[src/mag_pkg.sv]
// Constants and state type of the external memory address and chip enable generator
package mag_pkg;
	// Register offsets
	localparam logic [7:0] OFS_STK_LOW    = 8'h81;
	localparam logic [7:0] OFS_P4CFG      = 8'h92;
	localparam logic [7:0] OFS_MERGE      = 8'h96;
	localparam logic [7:0] OFS_STK_EXT    = 8'h9B;
	localparam logic [7:0] OFS_PAGE       = 8'h9C;
	localparam logic [7:0] OFS_ADDR_CTRL  = 8'h9D;
	localparam logic [7:0] OFS_PORT2      = 8'hA0;
	localparam logic [7:0] OFS_P5CFG      = 8'hA2;
	localparam logic [7:0] OFS_P6CFG      = 8'hB2;
	localparam logic [7:0] OFS_UNLOCK     = 8'hC7;
	localparam logic [7:0] OFS_MOVE_UPPER = 8'hEA;
	// Timed access
	localparam logic [7:0] UNLOCK_FIRST   = 8'hAA;
	localparam logic [7:0] UNLOCK_SECOND  = 8'h55;
	localparam logic [1:0] UNLOCK_WINDOW  = 2'h3;
	// Bits that need the timed access window
	localparam logic [7:0] PROT_ADDR_CTRL = 8'h3F;
	localparam logic [7:0] PROT_P4      = 8'h3F;
	localparam logic [7:0] PROT_P5      = 8'h07;
	localparam logic [7:0] PROT_P6      = 8'h3F;
	// Field positions
	localparam int MODE_LSB             = 0;
	localparam int STACK_MODE_BIT       = 2;
	localparam int CFG_LOW_LSB          = 0;
	localparam int CFG_HIGH_LSB         = 3;
	localparam int MERGE_BIT            = 0;
	// Address modes
	localparam logic [1:0] MODE_16      = 2'h0;
	localparam logic [1:0] MODE_PAGED   = 2'h1;
	localparam logic [1:0] MODE_CONTIG  = 2'h2;
	// Reset values, internal ROM disabled
	localparam logic [7:0] RST_ADDR_CTRL = 8'h00;
	localparam logic [7:0] RST_P4       = 8'h3F;
	localparam logic [7:0] RST_P5       = 8'h00;
	localparam logic [7:0] RST_P6       = 8'h00;
	localparam logic [7:0] RST_OTHER    = 8'h00;
	// Reset values, internal ROM enabled
	localparam logic [7:0] ROM_ADDR_CTRL = 8'h02;
	localparam logic [7:0] ROM_P4       = 8'h2F;
	localparam logic [7:0] ROM_P6       = 8'h07;
	// Cycles after reset release before the straps are trusted
	localparam logic [1:0] STRAP_DELAY  = 2'h3;
	// Address width and size steps
	localparam logic [4:0] SHIFT_32K    = 5'h0F;
	localparam logic [4:0] SHIFT_128K   = 5'h11;
	localparam logic [3:0] NO_CE        = 4'h8;

	typedef struct packed {
		logic [7:0]  addr_ctrl;
		logic [7:0]  p4cfg;
		logic [7:0]  p5cfg;
		logic [7:0]  p6cfg;
		logic [7:0]  stk_low;
		logic [7:0]  stk_ext;
		logic [7:0]  page;
		logic [7:0]  port2;
		logic [7:0]  move_upper;
		logic [7:0]  merge;
		logic        unlock_armed;
		logic [1:0]  unlock_win;
		logic [1:0]  init_cnt;
		logic        rom_s1;
		logic        rom_s2;
		logic        mux_s1;
		logic        mux_s2;
		logic        lsb_on_p7;
		logic [7:0]  rdata;
		logic [21:0] addr;
		logic [5:0]  addr_line_en;
		logic [7:0]  ce_n;
		logic [3:0]  pce_n;
		logic        bus_valid;
		logic        program_cycle;
		logic [15:0] stack_addr;
		logic        extra_cycle;
		logic        pc_wide;
	} mag_state_t;
endpackage

[src/mag_gen.sv]
// External memory address, chip enable and configuration register logic
`timescale 1ns/10ps

// Summary of operation
// Mode field: 00 16-bit, 01 paged 24-bit, 1x contiguous 24-bit.
// Mode resets to 16-bit without internal ROM, contiguous with ROM.
// 16-bit mode limits program and data reach to 64kB.
// Paged mode adds a cycle to calls, returns and interrupt entry.
// Paged mode fetches interrupt vectors with upper address byte zero.
// Contiguous mode keeps and saves a full 24-bit program counter.
// Contiguous mode adds one cycle to the pointer increment instruction.
// Pointer data moves use extension, high and low pointer bytes.
// Indirect data moves use upper register, port 2 latch and index.
// Paged mode takes program address bits 23-16 from the page register.
// Ten-bit stack address is extended pointer over stack pointer. Code uses all eight bits of the extension byte, giving 16 bits.
// Port 4 field enables zero to six upper address lines, default all.
// Port 4 and port 6 fields each enable up to four program enables.
// Port 5 field enables up to four peripheral enables, default none.
// Port 6 field sets data size per peripheral enable, 32kB to 1MB.
// Up to 16MB code over 22 address lines and eight enables.
// Up to 4MB data over the same buses with peripheral enables.
// Merged 16MB program and data map is supported.
// Multiplex pin high at reset puts low address on port 7.
// With ROM, reset to 2MB per enable and upper four enables on.
// Protected fields change only in the timed access window.
// Assert the one enable whose index is address over size.
module mag_gen (
	input  wire logic        sys_clk_i,
	input  wire logic        sys_rst_i,
	input  wire logic        rom_enable_i,
	input  wire logic        mux_select_i,
	input  wire logic [7:0]  reg_addr_i,
	input  wire logic [7:0]  reg_wdata_i,
	input  wire logic        reg_wr_i,
	input  wire logic        reg_rd_i,
	output logic      [7:0]  reg_rdata_o,
	input  wire logic        fetch_req_i,
	input  wire logic        vector_fetch_i,
	input  wire logic [23:0] pc_i,
	input  wire logic        ptr_move_req_i,
	input  wire logic [7:0]  pointer_extension_byte_i,
	input  wire logic [7:0]  pointer_high_byte_i,
	input  wire logic [7:0]  pointer_low_byte_i,
	input  wire logic        ind_move_req_i,
	input  wire logic [7:0]  indirect_register_i,
	input  wire logic        call_return_i,
	input  wire logic        irq_entry_i,
	input  wire logic        pointer_increment_instr_i,
	output logic      [21:0] addr_o,
	output logic      [5:0]  addr_line_en_o,
	output logic      [7:0]  ce_n_o,
	output logic      [3:0]  peripheral_chip_enable_n_o,
	output logic             bus_valid_o,
	output logic             program_cycle_o,
	output logic             lsb_on_p7_o,
	output logic      [15:0] stack_addr_o,
	output logic             extra_cycle_o,
	output logic             pc_wide_o
);

	mag_pkg::mag_state_t s_q;
	mag_pkg::mag_state_t s_d;

	// Size step of a three-bit size code as a shift amount
	function automatic logic [4:0] size_shift(input logic [2:0] code);
		logic [4:0] r;
		r = mag_pkg::SHIFT_32K;
		if (code != 3'h0) begin
			r = mag_pkg::SHIFT_128K + {2'h0, code} - 5'h01;
		end
		if (code > 3'h6) begin
			r = mag_pkg::SHIFT_128K + 5'h05;
		end
		return r;
	endfunction

	// Number of enables granted by a three-bit enable code
	function automatic logic [2:0] ce_count(input logic [2:0] code);
		logic [2:0] r;
		r = 3'h0;
		if (code[2]) begin
			r = {1'b0, code[1:0]} + 3'h1;
		end
		return r;
	endfunction

	// Index of the enable addressed, or NO_CE when out of reach
	function automatic logic [3:0] ce_index(input logic [23:0] a, input logic [4:0] sh,
	                                       input logic [2:0] n_lo, input logic [2:0] n_hi);
		logic [23:0] idx;
		logic [3:0]  r;
		idx = a >> sh;
		r = mag_pkg::NO_CE;
		if (idx < 24'h4) begin
			if (idx[2:0] < n_lo) begin
				r = {1'b0, idx[2:0]};
			end
		end else if (idx < 24'h8) begin
			if ({1'b0, idx[1:0]} < n_hi) begin
				r = {1'b0, idx[2:0]};
			end
		end
		return r;
	endfunction

	// Protected bits take the write only inside the window
	function automatic logic [7:0] guarded(input logic [7:0] old, input logic [7:0] wd,
	                                      input logic [7:0] prot, input logic open);
		logic [7:0] r;
		r = (old & prot) | (wd & ~prot);
		if (open) begin
			r = wd;
		end
		return r;
	endfunction

	always_comb begin
		logic [1:0]  mode;
		logic        paged;
		logic        contig;
		logic        win_open;
		logic [23:0] a;
		logic [3:0]  idx;
		logic [2:0]  lines;
		logic        use_prog;
		logic        data_move;
		s_d = s_q;
		a = 24'h0;
		idx = mag_pkg::NO_CE;
		lines = 3'h0;
		use_prog = 1'b0;
		data_move = ptr_move_req_i || ind_move_req_i;
		mode = s_q.addr_ctrl[mag_pkg::MODE_LSB +: 2];
		paged = (mode == mag_pkg::MODE_PAGED);
		contig = mode[1];
		win_open = (s_q.unlock_win != 2'h0);

		// Straps pass two flops before use
		s_d.rom_s1 = rom_enable_i;
		s_d.rom_s2 = s_q.rom_s1;
		s_d.mux_s1 = mux_select_i;
		s_d.mux_s2 = s_q.mux_s1;

		// Window counts down one step per cycle
		if (win_open) begin
			s_d.unlock_win = s_q.unlock_win - 2'h1;
		end

		if (reg_wr_i) begin
			// Any write but another first key drops a pending first key
			s_d.unlock_armed = 1'b0;
			case (reg_addr_i)
				mag_pkg::OFS_UNLOCK: begin
					if (reg_wdata_i == mag_pkg::UNLOCK_FIRST) begin
						s_d.unlock_armed = 1'b1;
					end else if (s_q.unlock_armed && reg_wdata_i == mag_pkg::UNLOCK_SECOND) begin
						s_d.unlock_win = mag_pkg::UNLOCK_WINDOW;
					end
				end
				mag_pkg::OFS_ADDR_CTRL: begin
					s_d.addr_ctrl = guarded(s_q.addr_ctrl, reg_wdata_i, mag_pkg::PROT_ADDR_CTRL, win_open);
				end
				mag_pkg::OFS_P4CFG: begin
					s_d.p4cfg = guarded(s_q.p4cfg, reg_wdata_i, mag_pkg::PROT_P4, win_open);
				end
				mag_pkg::OFS_P5CFG: begin
					s_d.p5cfg = guarded(s_q.p5cfg, reg_wdata_i, mag_pkg::PROT_P5, win_open);
				end
				mag_pkg::OFS_P6CFG: begin
					s_d.p6cfg = guarded(s_q.p6cfg, reg_wdata_i, mag_pkg::PROT_P6, win_open);
				end
				mag_pkg::OFS_STK_LOW: begin
					s_d.stk_low = reg_wdata_i;
				end
				mag_pkg::OFS_STK_EXT: begin
					s_d.stk_ext = reg_wdata_i;
				end
				mag_pkg::OFS_PAGE: begin
					s_d.page = reg_wdata_i;
				end
				mag_pkg::OFS_PORT2: begin
					s_d.port2 = reg_wdata_i;
				end
				mag_pkg::OFS_MOVE_UPPER: begin
					s_d.move_upper = reg_wdata_i;
				end
				mag_pkg::OFS_MERGE: begin
					s_d.merge = reg_wdata_i;
				end
				default: begin
				end
			endcase
		end

		// Defaults follow the ROM strap once it has settled
		if (s_q.init_cnt != mag_pkg::STRAP_DELAY) begin
			s_d.init_cnt = s_q.init_cnt + 2'h1;
			if (s_q.init_cnt == mag_pkg::STRAP_DELAY - 2'h1) begin
				s_d.lsb_on_p7 = s_q.mux_s2;
				if (s_q.rom_s2) begin
					s_d.addr_ctrl = mag_pkg::ROM_ADDR_CTRL;
					s_d.p4cfg = mag_pkg::ROM_P4;
					s_d.p6cfg = mag_pkg::ROM_P6;
				end
			end
		end

		// Read data stands for one cycle only, zero otherwise
		s_d.rdata = 8'h00;
		if (reg_rd_i) begin
			case (reg_addr_i)
				mag_pkg::OFS_ADDR_CTRL: begin
					s_d.rdata = s_q.addr_ctrl;
				end
				mag_pkg::OFS_P4CFG: begin
					s_d.rdata = s_q.p4cfg;
				end
				mag_pkg::OFS_P5CFG: begin
					s_d.rdata = s_q.p5cfg;
				end
				mag_pkg::OFS_P6CFG: begin
					s_d.rdata = s_q.p6cfg;
				end
				mag_pkg::OFS_STK_LOW: begin
					s_d.rdata = s_q.stk_low;
				end
				mag_pkg::OFS_STK_EXT: begin
					s_d.rdata = s_q.stk_ext;
				end
				mag_pkg::OFS_PAGE: begin
					s_d.rdata = s_q.page;
				end
				mag_pkg::OFS_PORT2: begin
					s_d.rdata = s_q.port2;
				end
				mag_pkg::OFS_MOVE_UPPER: begin
					s_d.rdata = s_q.move_upper;
				end
				mag_pkg::OFS_MERGE: begin
					s_d.rdata = s_q.merge;
				end
				default: begin
					s_d.rdata = 8'h00;
				end
			endcase
		end

		// Address source, program fetch first
		if (fetch_req_i) begin
			use_prog = 1'b1;
			if (contig) begin
				a = pc_i;
			end else if (paged && !vector_fetch_i) begin
				a = {s_q.page, pc_i[15:0]};
			end else begin
				a = {8'h00, pc_i[15:0]};
			end
		end else if (ptr_move_req_i) begin
			a = {pointer_extension_byte_i, pointer_high_byte_i, pointer_low_byte_i};
		end else if (ind_move_req_i) begin
			a = {s_q.move_upper, s_q.port2, indirect_register_i};
		end
		// Sixteen-bit mode keeps data moves inside the low 64kB
		if (!fetch_req_i && mode == mag_pkg::MODE_16) begin
			a[23:16] = 8'h00;
		end

		// Upper address lines present on pins
		lines = s_q.p4cfg[mag_pkg::CFG_HIGH_LSB +: 3];
		if (lines == 3'h7) begin
			lines = 3'h6;
		end
		for (int i = 0; i < 6; i++) begin
			s_d.addr_line_en[i] = (i < int'(lines));
		end
		s_d.addr = {a[21:16] & s_d.addr_line_en, a[15:0]};

		// Merged map only steers real data moves, an idle cycle selects nothing
		s_d.ce_n = 8'hFF;
		s_d.pce_n = 4'hF;
		if (use_prog || (s_q.merge[mag_pkg::MERGE_BIT] && data_move)) begin
			// Merged map sends data moves through the program enables
			idx = ce_index(a, size_shift(s_q.p4cfg[mag_pkg::CFG_HIGH_LSB +: 3]),
			               ce_count(s_q.p4cfg[mag_pkg::CFG_LOW_LSB +: 3]),
			               ce_count(s_q.p6cfg[mag_pkg::CFG_LOW_LSB +: 3]));
			if (!idx[3]) begin
				s_d.ce_n[idx[2:0]] = 1'b0;
			end
		end else if (data_move) begin
			idx = ce_index(a, size_shift(s_q.p6cfg[mag_pkg::CFG_HIGH_LSB +: 3] > 3'h4 ? 3'h4 :
			                              s_q.p6cfg[mag_pkg::CFG_HIGH_LSB +: 3]),
			               ce_count(s_q.p5cfg[mag_pkg::CFG_LOW_LSB +: 3]), 3'h0);
			if (!idx[3]) begin
				s_d.pce_n[idx[1:0]] = 1'b0;
			end
		end
		s_d.bus_valid = fetch_req_i || data_move;
		s_d.program_cycle = use_prog;

		// Stack mode bit puts the whole extended pointer byte above stack pointer
		if (s_q.addr_ctrl[mag_pkg::STACK_MODE_BIT]) begin
			s_d.stack_addr = {s_q.stk_ext, s_q.stk_low};
		end else begin
			s_d.stack_addr = {8'h00, s_q.stk_low};
		end

		// Core stretches the instruction by one cycle when this is set
		s_d.extra_cycle = (paged && (call_return_i || irq_entry_i)) ||
		                  (contig && pointer_increment_instr_i);
		s_d.pc_wide = contig;
	end

	// Async reset loads constants only; strap defaults arrive after release
	always_ff @(posedge sys_clk_i or posedge sys_rst_i) begin
		if (sys_rst_i) begin
			s_q <= '0;
			s_q.addr_ctrl <= mag_pkg::RST_ADDR_CTRL;
			s_q.p4cfg <= mag_pkg::RST_P4;
			s_q.p5cfg <= mag_pkg::RST_P5;
			s_q.p6cfg <= mag_pkg::RST_P6;
			s_q.stk_low <= mag_pkg::RST_OTHER;
			s_q.stk_ext <= mag_pkg::RST_OTHER;
			s_q.page <= mag_pkg::RST_OTHER;
			s_q.port2 <= mag_pkg::RST_OTHER;
			s_q.move_upper <= mag_pkg::RST_OTHER;
			s_q.merge <= mag_pkg::RST_OTHER;
			s_q.ce_n <= 8'hFF;
			s_q.pce_n <= 4'hF;
		end else begin
			s_q <= s_d;
		end
	end

	assign reg_rdata_o = s_q.rdata;
	assign addr_o = s_q.addr;
	assign addr_line_en_o = s_q.addr_line_en;
	assign ce_n_o = s_q.ce_n;
	assign peripheral_chip_enable_n_o = s_q.pce_n;
	assign bus_valid_o = s_q.bus_valid;
	assign program_cycle_o = s_q.program_cycle;
	assign lsb_on_p7_o = s_q.lsb_on_p7;
	assign stack_addr_o = s_q.stack_addr;
	assign extra_cycle_o = s_q.extra_cycle;
	assign pc_wide_o = s_q.pc_wide;

endmodule

[config.mk]
export PLATFORM = sky130hd
export DESIGN_NAME = mag_gen
export DESIGN_NICKNAME = d
export VERILOG_FILES = /design/src/mag_pkg.sv /design/src/mag_gen.sv
export SDC_FILE = /design/constraint.sdc
export NUM_CORES = 1
export LEC_CHECK = 0
export ABC_AREA = 1
export BUFFER_PORTS_ARGS = -buffer_cell sky130_fd_sc_hd__buf_2
export CAP_MARGIN = 20
export CORE_MARGIN = 4
export CORE_UTILIZATION = 60
export CTS_CLUSTER_SIZE = 16
export DETAILED_ROUTE_END_ITERATION = 10
export GPL_TIMING_DRIVEN = 0
export PLACE_DENSITY = 0.85
export SKIP_LAST_GASP = 1
export SLEW_MARGIN = 20
export SYNTH_ARGS = -nofsm -noshare
export SYNTH_HDL_FRONTEND = slang
export SYNTH_SLANG_ARGS = --single-unit
[constraint.sdc]
create_clock -name sys_clk_i -period 8.3 [get_ports sys_clk_i]
set_clock_uncertainty 0.15 [all_clocks]
set_input_delay 0.83 -clock sys_clk_i [delete_from_list [all_inputs] [get_ports sys_clk_i]]
set_output_delay 0.83 -clock sys_clk_i [all_outputs]
set_load 0.005 [all_outputs]
==> results of run 1 <==
## layer usage
layer	vias up	GRT usage [%]	routed length [µm]
li1	3863	-	-
met2	499	48.4	11600
met1	3771	42.7	10400
met3	82	7.38	2930
met4	0	13.5	990
met5	-	0	0
## worst max-delay path: stages
cell,delay [ps]
buf_2,110
buf_6,160
inv_4,60
buf_6,140
a21oi_2,130
nand2_2,110
nand2_1,150
nand2_1,100
nand2_1,100
nand2_1,70
nand3_1,80
o21ai_0,100
a31oi_1,310
inv_1,130
ha_1,210
a21oi_1,120
o211ai_1,100
nor2_1,120
nand3_2,110
nor2_2,130
nand3_1,110
## layout make-up
class                   instances  area (µm²)
fillers                      1110        4010
flip-flops and latches        158        3980
multi-input cells             707        3750
repair buffers                152         783
plain buffers                  96         702
clock buffers                  18         429
inverters                     108         419
well taps                     184         230
clock inverters                14         175
## logic make-up after synthesis
group | after synthesis
adders and majority gates | 11
xor gates and xnor gates | 1
DFF | 158
muxes | 1
buffers and inverters | 204
AOI/OAI and AO/OA | 227
and+or+nand+nor | 467
## power by group
group          switching, µW  internal [µW]
Combinational            162           99.2
Clock                    347            455
Sequential              19.3            804
Total                    529           1360
## synth_stat cells, drive strengths merged (9+ instances only)
| library cell | instances | share of area (%) |
|---|---|---|
| a21oi | 65 | 4.3 |
| a221oi | 16 | 1.6 |
| buf | 84 | 7.4 |
| clkbuf | 12 | 0.51 |
| dfrtp | 140 | 40 |
| dfstp | 18 | 5.3 |
| ha | 11 | 1.6 |
| inv | 103 | 4.4 |
| nand2 | 254 | 11 |
| nand3 | 110 | 7.3 |
| nand4 | 10 | 0.71 |
| nor2 | 59 | 3.6 |
| nor3 | 9 | 0.88 |
| o21ai | 118 | 6.7 |
| or2 | 9 | 0.64 |
## flip-flops by register name, indices dropped and copies added (netlist names), named ones only
register                    cells
pc_wide_o                       1
ce_n_o                          8
extra_cycle_o                   1
addr_o                         22
stack_addr_o                   16
lsb_on_p7_o                     1
addr_line_en_o                  6
bus_valid_o                     1
peripheral_chip_enable_n_o      4
program_cycle_o                 1
s_d                             3
s_q                            83
reg_rdata_o                     8
## path summary, 6_finish.rpt
path | start | end | slack, ps | cells after the start
setup / recovery | fetch_req_i | peripheral_chip_enable_n_o[3] | 5020 | 21
hold / removal | s_d[69] | s_q[69] | 200 | 0
setup reg to reg | s_q[150] | peripheral_chip_enable_n_o[3] | 5150 | 19
hold reg to reg | s_d[69] | s_q[69] | 200 | 0
max in group asynchronous | sys_rst_i | ce_n_o[4] | 6910 | 3
min in group asynchronous | sys_rst_i | addr_o[0] | 230 | 2
## stage by stage
step	power, µW	cell area [µm²]	hold WS [ps]
4_1_cts	1890	10500	203
5_1_grt	1950	10500	207
3_5_place_dp	1090	9860	188
2_1_floorplan	999	8840	181
6_report	1890	10500	199
3_3_place_gp	1080	9830	183
==> impl_metrics.tcl, run 1 <==
set metrics [dict create \
    status "complete, no violations" \
    tightest_slew_ps 998 \
    synthAdderAreaFrac_pct 1.56 \
    avgSynthCellArea_um2 8.27 \
    clk_latency_ps 430 \
    worst_ep_required_time_ps 8490 \
    synthMuxAreaShare_pct 0.127 \
    grt_pass1_wl_um 40200 \
    overflow 0 \
    fin_setup_tns_ps 0 \
    netlist_area_um2 8840 \
    cp-start-kind "input port" \
    nNetsFinal 1336 \
    start_util_pct 61.1 \
    ys_ff_latch 158 \
    antenna_left 0 \
    globalRouteTotalUtil_pct 31.3 \
    drt-wirelength-per-cell_um 18.0 \
    instances_no_fill 1437 \
    placement_rows 44 \
    place_congestion 0.953 \
    min_path_type "reg2reg" \
    fin_crit_ps 3280 \
    die_width_um 129 \
    post_cts_buffers 0 \
    port_buffers 151 \
    relSlewSlack_pct 32.9 \
    hold_buffers 0 \
    synthCells 1069 \
    antenna_found_initial 0 \
    synth_edf_count 0 \
    dp_slack_ps 4640 \
    endpoint_kind "register" \
    firstDrtPassIters 6 \
    cts_resized 0 \
    hold_viol 0 \
    grt_max_degree 110 \
    powerDensity_nw_per_um2 180 \
    area.growth.synth_to_final_pct 18.4 \
    io_pins 154 \
    fmax_mhz 305 \
    path_class "in2reg" \
    cts_tree "yes" \
    peakVddDrop_v 0.000217 \
    vias_per_cell 5.72 \
    synth_top_family_by_area "simple AND/OR/NAND/NOR gates" \
    clock-sinks 158 \
    ys_warn_count 0 \
    diodes 0 \
    fin_ws_ps 5020 \
    root_buffer "clkbuf_16" \
    fin_crit_sh_pct 39.5 \
    synth_xor_area_share_pct 0.0991 \
    cts_buffers 17 \
    clockBufferDepth 2 \
    rsz0062_at_grt "false" \
    async_flop_share_pct 100 \
    cp_max_fo 10 \
    die_h_um 129 \
    first_global_vias 7766 \
    drv_slew 0 \
    fin_util_pct 72.3 \
    maxCapViolCount 0 \
    drc 0 \
    dr.first_iter.drc_count 1052 \
    seq_area_frac_synth_pct 45.0 \
    worst_ep_arrival_time_ps 3470 \
    dp.cells 1405 \
    yosys.area_share.simple_pct 25.7 \
    setup_viol 0 \
    ys.flop_type "dfrtp_1" \
    clkSlewWorstSetupHoldPaths_ps 60 \
    core_area_um2 14500 \
    die_area_um2 16700 \
    finalWirelength_um 25900 \
    p_leak_uw 0.00531 \
    htree_levels 4 \
    vias 8215 \
    syn_nets 1165 \
    place_hpwl_um 19500 \
    final_common_cell "nand2_1" \
    most-common-layout-cells "nand2_1, buf_2, dfrtp_1" \
    synth_cell_type_count 50 \
    synth_compound_area_share_pct 14.9 \
    drive_above_1_share_pct 30.2 \
]
(Power assumes the default switching activity.)
==> run 2: changes to the inputs <==
- CORE_UTILIZATION: 60 -> 57
- PLACE_DENSITY: 0.85 -> 0.81
- clock period: 8.3 -> 3.4 ns (I/O delays scaled with it)
==> run 2 against run 1 <==
Net effect: final cell count increased by 1.5%; worst setup slack got worse by 4800 ps; clock-buffer cell count increased by 1; sequential power increased by 140%; register-to-register slack got worse by 4800 ps; sequential share of layout area decreased by 0.63 points; non-clock buffer count increased by 17; core utilization decreased by 2.3 points; power increased by 140%; die area increased by 4.9%; combinational power increased to 2.6 times the previous value.
==> impl_metrics.tcl, run 2 (synthesis gave the netlist of run 1 again) <==
set metrics [dict create \
    diodes 0 \
    antenna_left 0 \
    design_area_um2 10600 \
    drv_slew 0 \
    hold_slack_ps 12.5 \
    startpoint "fetch_req_i" \
    status "complete, no violations" \
    fin_crit_ps 3190 \
    cts_tree "yes" \
    grt_pass1_wl_um 41000 \
    r2r_setup_slack_ps 340 \
    port_buffers 151 \
    overflow 0 \
    worst_ep_arrival_time_ps 3380 \
    min_path_type "in2reg" \
    use_met1_pct 40.4 \
    dp.cells 1413 \
    first_global_vias 7889 \
    drive_above_1_share_pct 30.7 \
    root_buffer "clkbuf_16" \
    vias_per_cell 5.63 \
    fmax_mhz 313 \
    clockBufferDepth 2 \
    top_usage_layer "met2" \
    globalRouteTotalUtil_pct 29.4 \
    core_area_um2 15200 \
    worst_ep_required_time_ps 3590 \
    final_common_cell "nand2_1" \
    drt-wirelength-per-cell_um 17.7 \
    largest_reg_flops 83 \
    relSlewSlack_pct 30.9 \
    use_met2_pct 45.9 \
    dr.first_iter.drc_count 761 \
    setup_viol 0 \
    crit_end "peripheral_chip_enable_n_o[1]" \
    rsz0062_at_grt "false" \
    tightest_slew_ps 1030 \
    antenna_found_initial 0 \
    vias 8209 \
    p_leak_uw 0.00537 \
    clk_latency_ps 430 \
    io_pins 154 \
    place_hpwl_um 19600 \
    most-common-layout-cells "nand2_1, buf_2, dfrtp_1" \
    use_met3_pct 6.73 \
    die_h_um 133 \
    grt_max_degree 35 \
    reg2reg_to "peripheral_chip_enable_n_o[1]" \
    placement_rows 45 \
    clkSlewWorstSetupHoldPaths_ps 60 \
    powerDensity_nw_per_um2 420 \
    area.growth.synth_to_final_pct 20.4 \
    post_dp_cell_area_um2 9950 \
    finalWirelength_um 25800 \
    fin_setup_tns_ps 0 \
    start_util_pct 58.2 \
    cp-start-kind "input port" \
    drc 0 \
    maxCapViolCount 0 \
    htree_levels 4 \
    cp_max_fo 10 \
    nNetsFinal 1353 \
    endpoint_kind "register" \
    largest_register "s_q" \
    reg2reg_from "s_q[131]" \
    die_width_um 133 \
    path_class "in2reg" \
    fin_crit_sh_pct 93.9 \
    instances_no_fill 1458 \
    die_area_um2 17600 \
    firstDrtPassIters 6 \
    cts_buffers 17 \
    hold_viol 0 \
    r2r_cells 17 \
    peakVddDrop_v 0.000331 \
    place_congestion 0.975 \
    power_uw 4470 \
    clock-sinks 158 \
]
## run 2: per-layer routing
metal  routed length, µm  share of wire, %
met4                 816               3.2
met5                   0                 0
met3                2380               9.2
met2               11700                45
met1               11000                42
## run 2: power by group
part / internal (µW) / switching (µW) / leakage (µW)
clock: 966 / 822 / 0.000263
sequential: 1960 / 47.7 / 0.00200
combinational: 265 / 404 / 0.00311
## run 2: area by class of cell
| cell class | count | area (µm²) |
|---|---|---|
| Timing Repair Buffer | 169 | 993 |
| Sequential cell | 158 | 3980 |
| Inverter | 108 | 415 |
| Fill cell | 1219 | 4560 |
| Multi-Input combinational cell | 707 | 3770 |
| Clock inverter | 13 | 105 |
| Clock buffer | 19 | 443 |
| Buffer | 96 | 702 |
| Tap cell | 188 | 235 |
## run 2: how the worst min path moves through the flow
stage,startpoint,to,slack (ps),depth (start not counted)
5_1_grt,reg_wdata_i[7],s_q[141],20,3
2_1_floorplan,s_d[69],s_q[69],180,0
6_report,pc_i[4],addr_o[4],10,3
3_3_place_gp,s_d[71],s_q[71],180,0
3_5_place_dp,s_d[71],s_q[71],190,0
4_1_cts,pc_i[3],addr_o[3],2,3
## run 2: critical path, stage by stage
cell and delay (ps):
dlygate4sd3_1 520, buf_2 120, buf_6 150, inv_4 60
buf_6 140, a21oi_2 120, nand2_1 210, nand3_1 200
nand3_1 80, nand2_1 100, o21ai_0 110, a31oi_2 260
inv_2 80, ha_1 210, a21oi_2 110, o211ai_1 90
nor2_1 130, nand3_2 130, nor2_4 120, nand3b_1 100
## run 2: per-stage QoR
| stage | setup slack, ps | util (%) |
|---|---|---|
| after floorplan | 822 | - |
| after global placement | -9.23 | 64.7 |
| after detailed placement | 243 | 65.5 |
| after CTS | 112 | 69.7 |
| after global routing | 25.5 | 70.0 |
| final | 208 | 70.0 |
## run 2: repair_timing
| action | in CTS | in global routing |
|---|---|---|
| resized for setup | 0 | 6 |
| setup buffers | 0 | 3 |
| hold buffers | 10 | 0 |
| endpoints found under the hold margin | 26 | 0 |
| setup endpoints to repair | 0 | 4 |
==> run 3: changes to the inputs <==
- CORE_MARGIN: 4 -> 10
- SKIP_CTS_REPAIR_TIMING: default -> 1
- SLEW_MARGIN: 20 -> 40
==> run 3 against run 2 <==
Net effect: the run now ends with negative hold slack left; worst hold slack worse by 32 ps; critical path depth fell by 1; maximum frequency increased by 0.49%; power increased by 2.2%; critical path type is now reg2reg.
==> impl_metrics.tcl, run 3 (synthesis gave the netlist of run 1 again) <==
set metrics [dict create \
    status "complete, but fails checks" \
    violations "negative hold slack" \
    pwr-share-comb_pct 14.7 \
    diodes 0 \
    dp_slack_ps 181 \
    critical_path.most_common_cell "nand2_1" \
    first_global_vias 8043 \
    r2r_setup_slack_ps 220 \
    setup_viol 0 \
    worst_ep_required_time_ps 3590 \
    relSlewSlack_pct 50.3 \
    critPathTopFamily "simple AND/OR/NAND/NOR gates" \
    crit_buf_inv 2 \
    die_h_um 145 \
    cp_max_fo 10 \
    largest_reg_flops 83 \
    grt_pass1_wl_um 42400 \
    clock-sinks 158 \
    path_class "reg2reg" \
    met2_wirelength_um 12300 \
    p_leak_uw 0.00540 \
    drt-wirelength-per-cell_um 18.7 \
    clk_latency_ps 440 \
    clkPwrFrac_pct 41.3 \
    dr.first_iter.drc_count 849 \
    fin_ws_ps 224 \
    vias_per_cell 5.72 \
    min_path_type "in2reg" \
    placement_rows 45 \
    cpMaxStageDelayCell "dfrtp_1" \
    worst_ep_arrival_time_ps 3370 \
    hold_viol 4 \
    powerDensity_nw_per_um2 426 \
    tightest_slew_ps 742 \
    most-common-layout-cells "nand2_1, buf_2, dfrtp_1" \
    peakVddDrop_v 0.000392 \
    port_buffers 151 \
    power_uw 4560 \
    area.growth.synth_to_final_pct 21.1 \
    final_common_cell "nand2_1" \
    vias 8332 \
    top_layer "met4" \
    fin_crit_ps 3180 \
    fmax_mhz 315 \
    clkSlewWorstSetupHoldPaths_ps 70 \
    place_congestion 1.01 \
    drv_slew 0 \
    drt-met1-wl_um 11200 \
    drive_above_1_share_pct 30.7 \
    finalWirelength_um 27200 \
    slowest_delay_ps 430 \
    fin_crit_sh_pct 93.4 \
    drc 0 \
    start_util_pct 58.2 \
    nNetsFinal 1352 \
    clockBufferDepth 2 \
    hold_slack_ps -19.5 \
    internal_power_uw 3290 \
    die_area_um2 20900 \
    cp-start-kind "register" \
    die_width_um 145 \
    grt_max_degree 27 \
    place_hpwl_um 20800 \
    cts_tree "yes" \
    antenna_left 0 \
    firstDrtPassIters 5 \
    io_pins 154 \
    p_switching_uw 1280 \
    globalRouteTotalUtil_pct 26.1 \
    path_cells "buf_4 -> nor2_4 -> nand3_1 -> nand2_2 -> nand2_1 -> nand2_1 -> nand2_1 -> nand2_1 -> nand3_1 -> o21ai_0 -> a31oi_2 -> inv_1 -> ha_1 -> a21oi_1 -> o211ai_1 -> nor2_1 -> nand3_2 -> nor2_2 -> nand3_1" \
    cts_buffers 17 \
    rsz0062_at_grt "false" \
    root_buffer "clkbuf_16" \
    core_area_um2 15200 \
    htree_levels 4 \
    endpoint_kind "register" \
    switching_share_pct 28.0 \
    met3_length_um 2760 \
    overflow 0 \
    maxCapViolCount 0 \
    antenna_found_initial 0 \
    largest_register "s_q" \
    power_frac_seq_pct 44.0 \
]
[run 3: final timing paths]
check / start / cells after the start / endpoint
max: s_d[0] / 19 / peripheral_chip_enable_n_o[3]
min reg2reg: s_d[71] / 0 / s_q[71]
max reg2reg: s_d[0] / 19 / peripheral_chip_enable_n_o[3]
max in group asynchronous: sys_rst_i / 7 / peripheral_chip_enable_n_o[2]
min in group asynchronous: sys_rst_i / 3 / addr_o[5]
min: pc_i[1] / 3 / addr_o[1]
[run 3: worst min-delay path: cells and delay by family]
kind	cells	cell delay (ps)
AO/OA/AOI/OAI	1	70
AND/OR/NAND/NOR	1	40
buffers and inverters	1	80
[run 3: area by class of cell]
| cell class | count | area, µm² |
|---|---|---|
| sequential | 158 | 3980 |
| inverter | 108 | 415 |
| multi-input combinational | 707 | 3780 |
| tap | 188 | 235 |
| fill | 1203 | 4490 |
| buffer | 96 | 702 |
| timing repair buffer | 168 | 1020 |
| clock inverter | 13 | 126 |
| clock buffer | 19 | 453 |
[run 3: power by group through the flow]
stage | Combinational, µW | Clock [µW] | Sequential (µW)
floorplan | 413 | 0 | 2030
global placement | 611 | 0 | 2040
detailed placement | 651 | 0 | 2040
CTS | 654 | 1890 | 2010
global route | 737 | 1970 | 2020
finish | 671 | 1880 | 2010
[run 3: per-layer routing]
metal  vias to the layer above  track usage (%)
met1                      3923             33.1
met5                         -                0
met4                         0             11.5
met3                        70             5.94
li1                       3892                -
met2                       447             41.6
[run 3: through the flow]
stage / setup TNS [ps] / util, % / cell area (µm²) / hold WS [ps] / std cells
floorplan: 0 / - / 8840 / 181 / 1069
global placement: -324 / 64.7 / 9840 / 185 / 1408
detailed placement: 0 / 65.9 / 10000 / 157 / 1415
CTS: 0 / 69.7 / 10600 / -300 / 1447
global route: 0 / 70.4 / 10700 / 3.66 / 1457
finish: 0 / 70.4 / 10700 / -19.5 / 1457
